===== config.mk =====
export PLATFORM = sky130hd
export DESIGN_NAME = sto_top
export DESIGN_NICKNAME = d
export VERILOG_FILES = /design/src/sto_pkg.sv /design/src/sto_out_chan.sv /design/src/sto_top.sv
export SDC_FILE = /design/constraint.sdc
export NUM_CORES = 1
export LEC_CHECK = 0
export BUFFER_PORTS_ARGS = -buffer_cell sky130_fd_sc_hd__buf_4
export CAP_MARGIN = 20
export CORE_ASPECT_RATIO = 0.7
export CORE_UTILIZATION = 47
export CTS_BUF_LIST = sky130_fd_sc_hd__clkbuf_2 sky130_fd_sc_hd__clkbuf_4 sky130_fd_sc_hd__clkbuf_8
export CTS_CLUSTER_SIZE = 10
export DETAILED_ROUTE_END_ITERATION = 16
export PLACE_DENSITY_LB_ADDON = 0.25
export RECOVER_POWER = 100
export SLEW_MARGIN = 20
export SYNTH_ARGS = -nofsm -noshare
export SYNTH_HDL_FRONTEND = slang
export SYNTH_HIERARCHICAL = 1
export SYNTH_SLANG_ARGS = --single-unit

===== constraint.sdc =====
create_clock -name sys_clk -period 3 [get_ports sys_clk]
set_clock_uncertainty 0.1 [all_clocks]
set_input_delay 0.15 -clock sys_clk [delete_from_list [all_inputs] [get_ports sys_clk]]
set_output_delay 0.15 -clock sys_clk [all_outputs]
set_load 0.03 [all_outputs]

===== src/sto_pkg.sv =====
// Purpose: shared constants and types for the timestamp and output block
// Assumes: sys_clk at 100 MHz, registers reached over APB
// Notes: register offsets are byte addresses, one 32-bit word each
package sto_pkg;

  // ==========================================================
  // timing
  localparam int CLK_PERIOD_NS = 10;
  localparam int TICK_NS = 1000000;
  localparam int CYC_PER_MS = TICK_NS / CLK_PERIOD_NS;
  localparam int SYNC_PULSE_MS = 10;
  localparam int SYNC_PULSE_CYC = SYNC_PULSE_MS * CYC_PER_MS;
  localparam int HOLD_MAX_MS = 10000;
  localparam int TS_W = 32;
  localparam int HOLD_W = 14;

  // ==========================================================
  // register offsets and reset values
  localparam logic [7:0] OFS_CTRL = 8'h00;
  localparam logic [7:0] OFS_TSTAMP = 8'h04;
  localparam logic [7:0] OFS_REPLY = 8'h08;
  localparam logic [7:0] OFS_PERIOD = 8'h0C;
  localparam logic [7:0] OFS_STATUS = 8'h10;
  localparam logic [7:0] OFS_OUTCFG = 8'h20;
  localparam logic [1:0] CTRL_RST = 2'h0;
  localparam logic [31:0] OUTCFG_RST = 32'h00000000;

  // ==========================================================
  // field positions
  localparam int CTRL_METH_LSB = 0;
  localparam int CFG_MASK_LSB = 0;
  localparam int CFG_OR_BIT = 8;
  localparam int CFG_HIGH_BIT = 9;
  localparam int CFG_RMODE_LSB = 10;
  localparam int CFG_INLVL_BIT = 12;
  localparam int CFG_INSEL_LSB = 13;
  localparam int CFG_HOLD_LSB = 16;
  localparam int ST_OUT_LSB = 0;
  localparam int ST_SYNC_BIT = 16;
  localparam int ST_CONT_BIT = 17;

  // ==========================================================
  // modes
  typedef enum logic [1:0] {
    METH_TELEGRAM = 2'h0,
    METH_TIMER_READ = 2'h1,
    METH_INDEX = 2'h2
  } sto_meth_type;

  typedef enum logic [1:0] {
    RST_IMMEDIATE = 2'h0,
    RST_DELAY = 2'h1,
    RST_INPUT = 2'h2
  } sto_rmode_type;

endpackage


===== src/sto_out_chan.sv =====
// Purpose: one switching output with case linking, polarity and reset mode
// Assumes: case_hit, ms_tick and dig_in already in the sys_clk domain
// Notes: rmode 3 behaves as immediate reset
module sto_out_chan import sto_pkg::*; #(
  parameter int NUM_CASE = 4
) (
  // clock and reset
  input wire logic sys_clk,
  input wire logic rst_n,
  // evaluation results and timing
  input wire logic [NUM_CASE-1:0] case_hit,
  input wire logic ms_tick,
  input wire logic dig_in,
  // configuration
  input wire logic [NUM_CASE-1:0] case_mask,
  input wire logic op_or,
  input wire logic active_high,
  input wire logic [1:0] rmode,
  input wire logic in_level,
  input wire logic [HOLD_W-1:0] hold_ms,
  // output
  output logic out_pin,
  output logic out_active
);

  typedef enum logic [3:0] {
    CH_IDLE = 4'b0001,
    CH_ACTIVE = 4'b0010,
    CH_HOLD = 4'b0100,
    CH_WAIT = 4'b1000
  } sto_ch_type;

  typedef struct packed {
    sto_ch_type st;
    logic [HOLD_W-1:0] cnt;
    logic pin;
  } sto_chan_type;

  sto_chan_type q, d;
  logic cond;
  logic [HOLD_W-1:0] hold_lim;

  // ==========================================================
  // linking of the selected cases; no case selected never fires
  always_comb begin
    if (case_mask == '0) begin
      cond = 1'b0;
    end else if (op_or) begin
      cond = |(case_hit & case_mask);
    end else begin
      cond = &(case_hit | ~case_mask);
    end
  end

  // longer settings are clipped to the longest hold-off
  assign hold_lim = (hold_ms > HOLD_W'(HOLD_MAX_MS)) ?
                    HOLD_W'(HOLD_MAX_MS) : hold_ms;

  // ==========================================================
  // output state machine
  always_comb begin
    d = q;
    case (q.st)
      CH_IDLE: begin
        if (cond) begin
          d.st = CH_ACTIVE;
        end
      end
      CH_ACTIVE: begin
        if (!cond) begin
          if (rmode == RST_DELAY && hold_lim != '0) begin
            d.st = CH_HOLD;
            d.cnt = hold_lim;
          end else if (rmode == RST_INPUT) begin
            d.st = CH_WAIT;
          end else begin
            d.st = CH_IDLE;
          end
        end
      end
      CH_HOLD: begin
        // a returning condition cancels the hold-off
        if (cond) begin
          d.st = CH_ACTIVE;
        end else if (ms_tick) begin
          if (q.cnt == HOLD_W'(1)) begin
            d.st = CH_IDLE;
          end else begin
            d.cnt = q.cnt - HOLD_W'(1);
          end
        end
      end
      CH_WAIT: begin
        if (dig_in == in_level) begin
          d.st = cond ? CH_ACTIVE : CH_IDLE;
        end
      end
      default: begin
        d.st = CH_IDLE;
      end
    endcase
    // xnor: active level is high only when configured so
    d.pin = (d.st != CH_IDLE) ~^ active_high;
  end

  // state register; pin idles high as the default is active low
  always_ff @(posedge sys_clk) begin
    if (!rst_n) begin
      q.st <= CH_IDLE;
      q.cnt <= '0;
      q.pin <= 1'b1;
    end else begin
      q <= d;
    end
  end

  assign out_pin = q.pin;
  assign out_active = (q.st != CH_IDLE);
endmodule


===== src/sto_top.sv =====
// Purpose: millisecond timestamp, sync pulse output and switching outputs
// Assumes: telegram, contour and evaluation inputs on sys_clk; pins async
// Notes: APB answers with zero wait states, unmapped reads set pslverr
module sto_top import sto_pkg::*; #(
  parameter int NUM_OUT = 3,
  parameter int NUM_IN = 2,
  parameter int NUM_CASE = 4,
  parameter int CYC_PER_MS_P = CYC_PER_MS,
  parameter int SYNC_CYC_P = SYNC_PULSE_CYC
) (
  // clock and reset
  input wire logic sys_clk,
  input wire logic rst_n,
  // apb slave
  input wire logic [7:0] paddr,
  input wire logic psel,
  input wire logic penable,
  input wire logic pwrite,
  input wire logic [31:0] pwdata,
  output logic [31:0] prdata,
  output logic pready,
  output logic pslverr,
  // device pins
  input wire logic head_index_pin,
  input wire logic [NUM_IN-1:0] dig_in_pin,
  output logic sync_out_pin,
  output logic [NUM_OUT-1:0] out_pin,
  // telegram side
  input wire logic time_req,
  output logic reply_valid,
  output logic [TS_W-1:0] reply_ts,
  // measured contour data
  input wire logic meas_valid,
  output logic stamp_valid,
  output logic [TS_W-1:0] meas_stamp,
  // field evaluation
  input wire logic [NUM_CASE-2:0] case_hit,
  input wire logic cont_pt_valid,
  input wire logic cont_pt_in_band,
  input wire logic cont_scan_end
);

  // ==========================================================
  // state
  typedef enum logic [1:0] {
    SY_IDLE = 2'b01,
    SY_PULSE = 2'b10
  } sto_sy_type;

  typedef struct packed {
    logic [TS_W-1:0] ts;
    logic [31:0] pre;
    logic tick;
    sto_sy_type sy;
    logic [31:0] cnt;
    logic [31:0] len;
    logic sync;
    logic [31:0] per_cnt;
    logic [31:0] period;
    logic per_ok;
    logic [TS_W-1:0] reply;
    logic reply_v;
    logic [TS_W-1:0] stamp;
    logic stamp_v;
    logic [1:0] meth;
    logic [NUM_OUT-1:0][31:0] cfg;
    logic idx_s1;
    logic idx_s2;
    logic idx_s3;
    logic [NUM_IN-1:0] din_s1;
    logic [NUM_IN-1:0] din_s2;
    logic cont_run;
    logic cont_viol;
    logic [31:0] rdata;
    logic err;
  } sto_state_type;

  sto_state_type q, d;
  logic [NUM_CASE-1:0] cases;
  logic [NUM_OUT-1:0] chan_active;
  logic idx_rise;
  logic [31:0] half;
  logic trig_tr;
  logic trig_ix;
  logic bad_pt;

  // ==========================================================
  // helpers
  // byte offset to output channel, NUM_OUT when not a channel
  function automatic int chan_of(input logic [7:0] a);
    int r;
    r = NUM_OUT;
    for (int i = 0; i < NUM_OUT; i++) begin
      if (a == OFS_OUTCFG + 8'(4 * i)) begin
        r = i;
      end
    end
    return r;
  endfunction

  // selected input; a select past the last input reads low
  function automatic logic in_pick(input logic [NUM_IN-1:0] v,
                                   input logic [1:0] s);
    logic r;
    r = 1'b0;
    for (int k = 0; k < NUM_IN; k++) begin
      if (s == 2'(k)) begin
        r = v[k];
      end
    end
    return r;
  endfunction

  // ==========================================================
  // sync and trigger terms
  assign idx_rise = q.idx_s2 & ~q.idx_s3;
  // half a revolution, never below one cycle
  assign half = ((q.period >> 1) == '0) ? 32'h1 : (q.period >> 1);
  assign trig_tr = time_req && q.meth == METH_TIMER_READ;
  assign trig_ix = idx_rise && q.meth == METH_INDEX;
  assign bad_pt = cont_pt_valid & ~cont_pt_in_band;
  // case 0 is the contour field, the rest come from evaluation
  assign cases = {case_hit, q.cont_viol};

  // ==========================================================
  // next state
  always_comb begin
    int ch;
    ch = chan_of(paddr);
    d = q;

    // millisecond prescaler
    d.tick = 1'b0;
    if (q.pre == 32'(CYC_PER_MS_P - 1)) begin
      d.pre = '0;
      d.tick = 1'b1;
    end else begin
      d.pre = q.pre + 32'h1;
    end

    // timestamp wraps naturally at all ones
    if (q.tick) begin
      d.ts = q.ts + 32'h1;
    end

    // stamp each measured data set
    d.stamp_v = meas_valid;
    if (meas_valid) begin
      d.stamp = q.ts;
    end

    // reply one cycle after the request, far inside the 3 ms bound
    d.reply_v = time_req;
    if (time_req) begin
      d.reply = q.ts;
    end

    // index pin synchroniser; edge taken past the second stage
    d.idx_s1 = head_index_pin;
    d.idx_s2 = q.idx_s1;
    d.idx_s3 = q.idx_s2;
    d.din_s1 = dig_in_pin;
    d.din_s2 = q.din_s1;

    // revolution period in cycles; the counter saturates when the head stops, and a period loaded from it then wraps to zero;
    // the first edge only arms it, time since reset is no period
    if (idx_rise) begin
      if (q.per_ok) begin
        d.period = q.per_cnt + 32'h1;
      end
      d.per_ok = 1'b1;
      d.per_cnt = '0;
    end else if (q.per_cnt != '1) begin
      d.per_cnt = q.per_cnt + 32'h1;
    end

    // sync pulse; a new trigger restarts the pulse
    case (q.sy)
      SY_IDLE: begin
        if (trig_tr) begin
          d.sy = SY_PULSE;
          d.len = 32'(SYNC_CYC_P);
          d.cnt = 32'(SYNC_CYC_P);
        end else if (trig_ix) begin
          d.sy = SY_PULSE;
          d.len = half;
          d.cnt = half;
        end
      end
      SY_PULSE: begin
        if (trig_tr) begin
          d.len = 32'(SYNC_CYC_P);
          d.cnt = 32'(SYNC_CYC_P);
        end else if (trig_ix) begin
          d.len = half;
          d.cnt = half;
        end else if (q.cnt == 32'h1) begin
          d.sy = SY_IDLE;
        end else begin
          d.cnt = q.cnt - 32'h1;
        end
      end
      default: begin
        d.sy = SY_IDLE;
      end
    endcase
    d.sync = (d.sy == SY_PULSE);

    // contour band check; points on the end cycle still count
    if (cont_scan_end) begin
      d.cont_viol = q.cont_run | bad_pt;
      d.cont_run = 1'b0;
    end else if (bad_pt) begin
      d.cont_run = 1'b1;
    end

    // apb read data prepared in the setup cycle
    if (psel && !penable) begin
      d.err = 1'b0;
      d.rdata = '0;
      if (paddr == OFS_CTRL) begin
        d.rdata[CTRL_METH_LSB +: 2] = q.meth;
      end else if (paddr == OFS_TSTAMP) begin
        d.rdata = q.ts;
      end else if (paddr == OFS_REPLY) begin
        d.rdata = q.reply;
      end else if (paddr == OFS_PERIOD) begin
        d.rdata = q.period;
      end else if (paddr == OFS_STATUS) begin
        d.rdata[ST_OUT_LSB +: NUM_OUT] = chan_active;
        d.rdata[ST_SYNC_BIT] = q.sync;
        d.rdata[ST_CONT_BIT] = q.cont_viol;
      end else if (ch < NUM_OUT) begin
        d.rdata = q.cfg[ch];
      end else begin
        d.err = 1'b1;
      end
    end

    // apb write at the access edge; read-only words ignore it
    if (psel && penable && pwrite && !q.err) begin
      if (paddr == OFS_CTRL) begin
        d.meth = pwdata[CTRL_METH_LSB +: 2];
      end else if (ch < NUM_OUT) begin
        d.cfg[ch] = pwdata;
      end
    end
  end

  // ==========================================================
  // state register
  always_ff @(posedge sys_clk) begin
    if (!rst_n) begin
      q <= '0;
      q.sy <= SY_IDLE;
      q.meth <= CTRL_RST;
      q.cfg <= {NUM_OUT{OUTCFG_RST}};
    end else begin
      q <= d;
    end
  end

  // ==========================================================
  // switching outputs
  for (genvar i = 0; i < NUM_OUT; i++) begin : g_chan
    logic sel_in;
    assign sel_in = in_pick(q.din_s2, q.cfg[i][CFG_INSEL_LSB +: 2]);
    sto_out_chan #(
      .NUM_CASE(NUM_CASE)
    ) u_chan (
      .sys_clk(sys_clk),
      .rst_n(rst_n),
      .case_hit(cases),
      .ms_tick(q.tick),
      .dig_in(sel_in),
      .case_mask(q.cfg[i][CFG_MASK_LSB +: NUM_CASE]),
      .op_or(q.cfg[i][CFG_OR_BIT]),
      .active_high(q.cfg[i][CFG_HIGH_BIT]),
      .rmode(q.cfg[i][CFG_RMODE_LSB +: 2]),
      .in_level(q.cfg[i][CFG_INLVL_BIT]),
      .hold_ms(q.cfg[i][CFG_HOLD_LSB +: HOLD_W]),
      .out_pin(out_pin[i]),
      .out_active(chan_active[i])
    );
  end

  // ==========================================================
  // outputs
  assign prdata = q.rdata;
  assign pready = 1'b1; // zero wait states keep the master simple
  assign pslverr = psel & penable & q.err;
  assign sync_out_pin = q.sync;
  assign reply_valid = q.reply_v;
  assign reply_ts = q.reply;
  assign stamp_valid = q.stamp_v;
  assign meas_stamp = q.stamp;
endmodule

==> results of run 1 <==
logic make-up after synthesis:
family	count (synthesis)	share of synthesized area [%]
and+or+nand+nor	999	23.38
AOI/OAI and AO/OA	608	18.40
DFF	428	40.38
buffers and inverters	278	7.123
xor gates and xnor gates	114	4.705
muxes	110	5.224
adders and majority gates	13	0.7666
other	1	0.01767
area by class of cell:
class,instances,area [um2],area share (%)
inverters,34,128.9,0.5409
flip-flops and latches,428,8568,35.96
diodes,1,2.502,0.01050
clock inverters,18,142.6,0.5987
well taps,594,743.2,3.120
repair buffers,276,1798,7.547
multi-input cells,1845,11110,46.64
clock buffers,107,1329,5.577
power by group:
part / switching (mW) / leakage, nW / total (mW) / internal (mW)
sequential: 0.0779 / 3.45 / 5.82 / 5.74
clock: 2.48 / 0.785 / 5.41 / 2.94
combinational: 0.800 / 4.37 / 1.26 / 0.456
what timing repair did:
| action | CTS | global route |
|---|---|---|
| endpoints found under the hold margin | 129 | 0 |
| endpoints found under the setup margin | 0 | 2 |
| resized for setup | 0 | 1 |
| hold buffers | 51 | 0 |
how the worst min path moves through the flow:
| stage | slack (ns) | end |
|---|---|---|
| after floorplan | 0.13 | q[34] |
| after global placement | 0.26 | d[35] |
| after detailed placement | 0.27 | d[36] |
| after CTS | 0.07 | q[336] |
| after global routing | 0.13 | q[337] |
| final | 0.1 | q[336] |
worst max-delay path, delay by kind of cell:
kind          cells  cell delay, ns
buf+inv           5            2.86
simple gates      1            0.25
state kept, by name, indices dropped and copies added (netlist names):
register and cells:
cases 1, d 4, g_chan.u_chan/out_pin 3, g_chan.u_chan/q 54, meas_stamp 32, prdata 32, q 267, reply_ts 32
reply_valid 1, stamp_valid 1, sync_out_pin 1
routing by layer:
| metal | vias to the layer above | part of all wire (%) | global-route usage (%) |
|---|---|---|---|
| met5 | - | 0.021 | 0 |
| met4 | 2 | 1.9 | 7.090 |
| met3 | 101 | 9.8 | 8.305 |
| met2 | 843 | 42 | 42.26 |
| met1 | 9478 | 46 | 41.71 |
| li1 | 9192 | - | - |
metrics by stage:
stage / worst slack, ns / power, mW / instances
after detailed placement: 0.2956 / 7.119 / 3126
final: 0.1692 / 12.49 / 3303
after CTS: 0.2556 / 12.54 / 3302
after global placement: 0.3291 / 7.102 / 3126
after floorplan: 0.6312 / 6.700 / 2551
after global routing: 0.04844 / 12.97 / 3302
placed cells by master, fill, tap and decap left out, types with 7 or more instances in the layout:
cell,netlist,routed
and3_1,35,35
or3_1,19,20
a221oi_1,28,30
nor3b_1,7,7
nand2_1,353,353
clkbuf_8,1,84
ha_1,13,13
buf_4,103,102
o21ai_0,153,166
nor4_1,45,46
nor3_1,53,53
o31ai_1,12,12
a22oi_1,31,31
xnor2_1,49,49
dlygate4sd3_1,0,51
clkinv_2,0,10
nand3_1,74,74
xor2_1,65,65
mux2i_1,104,104
o21bai_1,7,7
nand2b_1,22,22
nor2b_1,22,22
dfxtp_1,428,428
clkbuf_1,109,113
a22o_1,8,8
clkbuf_4,0,24
a211oi_1,21,21
and2_1,23,19
nand4_1,36,36
a221o_1,8,8
o221ai_1,30,30
a21oi_1,224,224
nor2_1,234,233
a31o_2,10,10
inv_1,34,33
and4_1,15,14
==> reports/summary.txt, run 1 <==
DR vias/cell -> 5.939
Die Y -> 179.8 um
Async SR Flop Fraction -> 0%
Power Density -> 524.2 mW/mm2
CTS sink cnt -> 428
Largest net degree at the start of global routing -> 141
CP Cell Sequence -> dlygate4sd3_1, clkbuf_1, clkinvlp_2, buf_12, nor3_1, dlygate4sd3_1
Util after Layout -> 54.00%
Placed cell area -> 0.02236 mm2
Max Root-Sink Buffers -> 3
Vias in the first global route -> 18.44k
Initial core utilization -> 48.09%
I/O pin count -> 160
WP data arrival -> 3.31 ns
Final hold slack -> 0.09504 ns
Top-area cell type share of the netlist area -> 40.38%
Worst Setup EP -> q[34]
R2r startpoint -> cases[0]
Grt total ovfl -> 0
Leak pwr -> 8.607 nW
Clock root cell -> clkbuf_8
First-pass GRT wire length -> 106500 um
WL final -> 68240 um
Endpoints failing hold -> 0
Hold WC Path Type -> primary input to flip-flop
Status -> complete, no violations
FF-to-FF path depth -> 7
Area Growth Syn to Fin -> 12.28%
Drt pass-1 iters -> 6
Slew Limit Fails -> 0
Top_reg_cell synth -> dfxtp_1
Worst-path fanout max -> 140
DR vias -> 19.62k
Worst Setup SP -> rst_n
# fillers -> 4158
Crit path time final -> 2.831 ns
CTS Buf Count -> 69
CP Launch Type -> primary input
Hold Crit Depth -> 4
Post-synth top area cell -> dfxtp_1
Wire per inst -> 20.66 um
Hold Crit Start -> time_req
Highest achievable clock rate -> 353.3 MHz
Worst reg2reg setup slack -> 0.21 ns
Total track usage -> 28.99%
Worst stage delay on the critical path -> 0.81 ns
Yosys warnings -> 6
CTS tree -> built
Netlist cell types -> 89
Final Instance Area -> 0.02382 mm2
Cell mode on critical path -> dlygate4sd3_1
Share of cells above drive strength 1 -> 11.48%
Ranking of synthesized cells by area -> dfxtp_1 (40%), nand2_1 (6.2%), a21oi_1 (5.3%), mux2i_1 (4.9%), nor2_1 (4.1%)
Syn Area/Cell -> 8.318 um2
R2R Path End -> g_chan[0].u_chan/q[8]
Finish-stage setup viols -> 0
IO buf count -> 158
Setup TNS -> 0 ns
Slew HR -> 26.24%
Postcts setup bufs -> 0
Slowest-stage cell, CP -> clkbuf_1
Htree depth -> 3
Nets -> 2723
Initial DRC count -> 1915
WP data required -> 3.47 ns
Critical setup path kind -> primary input to flip-flop
Post-synthesis instance area -> 0.02122 mm2
Syn nets -> 2620
Most frequent cell after synthesis -> dfxtp_1
Remaining DRCs -> 0
Max Cap Viol -> 0
Die width -> 256.0 um
Post-synth top cells -> dfxtp_1 (428), nand2_1 (353), nor2_1 (234)
Register area share after synthesis -> 40.38%
Clock Pin Slew Worst Setup and Hold Paths -> 0.07 ns
Placement row count -> 64
Register bit total from synthesis -> 428
VDD IR-drop max -> 0.3460 mV
RSZ-0062 raised after global routing -> no
Die area -> 0.04601 mm2
ANT nets after route -> 0
Final HPWL DP -> 49080 um
Initial antenna violation count -> 1
Post-synth EDFFs -> 0
Mapped Cells -> 2551
Slew @ Worst Pin -> 1.106 ns
CP endpoint kind -> flip-flop
Clock latency at the later pin of the worst-skew pair -> 0.64 ns
Routability Congestion -> 0.9423
Core Region -> 0.04412 mm2
Tcrit/Tclk final -> 94.36%
Power figures use the tool's default switching activity.
==> run 2, diff against run 1 <==
--- a/config.mk
+++ b/config.mk
@@ -8,6 +8,7 @@
 export BUFFER_PORTS_ARGS = -buffer_cell sky130_fd_sc_hd__buf_4
 export CAP_MARGIN = 20
 export CORE_ASPECT_RATIO = 0.7
+export CORE_MARGIN = 5
 export CORE_UTILIZATION = 47
 export CTS_BUF_LIST = sky130_fd_sc_hd__clkbuf_2 sky130_fd_sc_hd__clkbuf_4 sky130_fd_sc_hd__clkbuf_8
 export CTS_CLUSTER_SIZE = 10
@@ -17,5 +18,4 @@
 export SLEW_MARGIN = 20
 export SYNTH_ARGS = -nofsm -noshare
 export SYNTH_HDL_FRONTEND = slang
-export SYNTH_HIERARCHICAL = 1
 export SYNTH_SLANG_ARGS = --single-unit
==> run 2 against run 1 <==
Against the previous run:
- the flow now finishes with violations (max-capacitance violations, max-slew violations, negative setup slack)
- utilization decreased by 0.50 points
- register-to-register slack got worse by 0.24 ns
- maximum frequency decreased by 6.7%
- sequential share of layout area shrank 0.29 points
- non-clock buffer count increased by 5
- via count is 1.6% higher
- power fell by 0.79%
- critical endpoint is now g_chan[0].u_chan.q[10]
- largest power group unchanged
==> reports/summary.txt, run 2 <==
Placement row count -> 65
Crit path time final -> 3.034 ns
Hold Crit Depth -> 6
IO buf count -> 158
Drt pass-1 iters -> 6
PnR worst setup slack -> -0.03359 ns
Worst-path fanout max -> 15
Finish-stage setup viols -> 5
FF-to-FF path depth -> 6
CP Cell Sequence -> nor2b_1, a2111oi_1, o21ai_0, o21a_1, and2_1, a32o_1
Core Region -> 0.04489 mm2
Switching pwr -> 3.119 mW
Dpl ws -> 0.09575 ns
Register bit total from synthesis -> 428
Failing checks -> max-capacitance violations, max-slew violations, negative setup slack
Die width -> 264.3 um
Initial DRC count -> 2219
ANT nets after route -> 0
Post-synth top cells -> dfxtp_1 (428), nor2_1 (336), a21oi_1 (262)
CP endpoint kind -> flip-flop
Slew Limit Fails -> 37
Max reg flops -> 267
Routability Congestion -> 0.9311
Internal -> 9.272 mW
# fillers -> 4299
Highest achievable clock rate -> 329.6 MHz
Leak pwr -> 9.140 nW
Vias in the first global route -> 18.55k
Slew HR -> -3.445%
Grt total ovfl -> 0
Register area share after synthesis -> 40.28%
Slowest-stage cell, CP -> a2111oi_1
Max Cap Viol -> 1
Final HPWL DP -> 49230 um
I/O pin count -> 160
Clock latency at the later pin of the worst-skew pair -> 0.64 ns
Nets -> 2764
Async SR Flop Fraction -> 0%
DR vias/cell -> 5.957
Largest net degree at the start of global routing -> 62
Initial core utilization -> 47.38%
Wire per inst -> 20.59 um
Worst Setup EP -> g_chan[0].u_chan.q[10]
Netlist cell types -> 74
Post-synth EDFFs -> 0
Clock group share of total power -> 46.2%
CTS sink cnt -> 428
R2r startpoint -> cases[0]
CTS Buf Count -> 71
Syn nets -> 2679
Seq pwr share -> 46.5%
Die area -> 0.04968 mm2
Worst reg2reg setup slack -> -0.03 ns
CTS tree -> built
Top-area cell type share of the netlist area -> 40.28%
DR vias -> 19.94k
Ranking of synthesized cells by area -> dfxtp_1 (40%), mux2i_1 (6.8%), a21oi_1 (6.2%), nor2_1 (5.9%), nand2_1 (4.3%)
Critical setup path kind -> flip-flop to flip-flop
Clock Pin Slew Worst Setup and Hold Paths -> 0.07 ns
CP Launch Type -> flip-flop
Top_reg_cell synth -> dfxtp_1
Yosys warnings -> 0
CTS Hold Bufs -> 44
Htree depth -> 3
Buf/Inv on CP -> 0
Setup TNS -> -0.08276 ns
WP data required -> 3.41 ns
Initial antenna violation count -> 0
Commonest non-fill, non-tap cell in the layout -> dfxtp_1
Total track usage -> 26.52%
Syn Area/Cell -> 8.150 um2
Biggest register -> q
Post-synth top area cell -> dfxtp_1
Sw Share -> 25.17%
Max layer used -> met4
First-pass GRT wire length -> 106900 um
Share of cells above drive strength 1 -> 10.21%
Max Root-Sink Buffers -> 3
Area Growth Syn to Fin -> 12.91%
Post-synthesis instance area -> 0.02127 mm2
Crit path max-delay family -> compound AO/OA/AOI/OAI gates
Combinational Power Share -> 7.3%
Clock root cell -> clkbuf_8
Endpoints failing hold -> 0
WP data arrival -> 3.44 ns
DR WL met2 -> 28340 um
Met3 Routed Length -> 6532 um
Largest registers -> q (267), g_chan.u_chan.q (54)
Crit. path cell count -> 6
Worst Setup SP -> cases[0]
Slew @ Worst Pin -> 1.552 ns
Tcrit/Tclk final -> 101.1%
Met1 Wirelength -> 31990 um
Worst stage delay on the critical path -> 1.05 ns
Power Density -> 516.0 mW/mm2
Most frequent cell after synthesis -> dfxtp_1
Postcts setup bufs -> 0
WL final -> 68910 um
RSZ-0062 raised after global routing -> no
Power Total -> 12.39 mW
Die Y -> 188.0 um
Most frequent cells in the layout -> dfxtp_1 (428), nor2_1 (336), a21oi_1 (262), nand2_1 (246), mux2i_1 (145)
Status -> complete, but fails checks
Remaining DRCs -> 0
Hold WC Path Type -> primary input to flip-flop
R2R Path End -> g_chan[0].u_chan.q[10]
Mapped Cells -> 2610
Gates resized, CTS repair -> 0
VDD IR-drop max -> 0.2929 mV
-- run 2: cell count changes after synthesis, moves of 12 or more --
cell	previous run	this run
o22ai_1	4	16
and3_1	35	23
mux2i_1	104	145
o32ai_1	6	19
o21ai_0	153	131
nand2_1	353	246
o211ai_1	3	21
nor2_1	234	336
clkbuf_1	109	141
o221ai_1	30	4
a221oi_1	28	9
a21oi_1	224	262
buf_1	6	25
buf_2	16	3
-- run 2: worst min-delay path by stage --
| stage | from | to | slack [ns] |
|---|---|---|---|
| after floorplan | cont_scan_end | q[34] | 0.13 |
| after global placement | head_index_pin | d[40] | 0.28 |
| after detailed placement | head_index_pin | d[40] | 0.28 |
| after CTS | paddr[6] | q[138] | 0.008 |
| after global routing | case_hit[0] | g_chan[2].u_chan.q[17] | 0.07 |
| final | case_hit[0] | g_chan[2].u_chan.q[17] | 0.06 |
-- run 2: cells by family (layout without fill, tap and decap cells) --
kind of cell,after synthesis,count (layout),share of synthesized area [%]
AOI/OAI and AO/OA,616,616,17.72
xor gates and xnor gates,130,130,5.353
adders and majority gates,13,13,0.7647
buffers and inverters,301,434,7.094
DFF,428,428,40.28
muxes,145,145,6.824
other,1,2,0.01763
and+or+nand+nor,976,976,21.95
-- run 2: through the flow --
stage / utilization, % / hold slack, ns / instance area, um2 / std cells
2_1_floorplan: - / 0.1293 / 21270 / 2610
3_5_place_dp: 50.08 / 0.2845 / 22480 / 3181
5_1_grt: 53.49 / 0.07303 / 24010 / 3346
3_3_place_gp: 50.08 / 0.2777 / 22480 / 3181
4_1_cts: 54.54 / 0.007842 / 24490 / 3346
6_report: 53.50 / 0.06134 / 24020 / 3347
-- run 2: final cells by class --
class	count	area, um2	area share (%)
diodes	1	2.502	0.01042
clock buffers	106	1371	5.710
clock inverters	15	191.4	0.7971
inverters	32	127.6	0.5314
multi-input cells	1881	11210	46.68
flip-flops and latches	428	8568	35.68
well taps	603	754.5	3.142
repair buffers	281	1789	7.450
-- run 2: tightest hold or removal path, cell delays in order --
cell and delay [ns]:
buf_4 0.12, a22oi_1 0.08, nand2_1 0.06, o21ai_1 0.06
buf_4 0.18, o211a_1 0.11
-- run 2: power by group through the flow --
stage               clock, mW  combinational, mW  sequential (mW)
CTS                      5.82              0.898             5.76
global route             6.07              0.971             5.76
floorplan                   0              0.564             5.87
global placement            0              0.832             5.88
finish                   5.73              0.903             5.76
detailed placement          0              0.848             5.88
-- run 2: routing by layer --
| layer | up-vias | track usage, % |
|---|---|---|
| met5 | - | 0 |
| met4 | 0 | 8.395 |
| met3 | 117 | 5.247 |
| met2 | 938 | 37.86 |
| met1 | 9542 | 40.11 |
| li1 | 9342 | - |
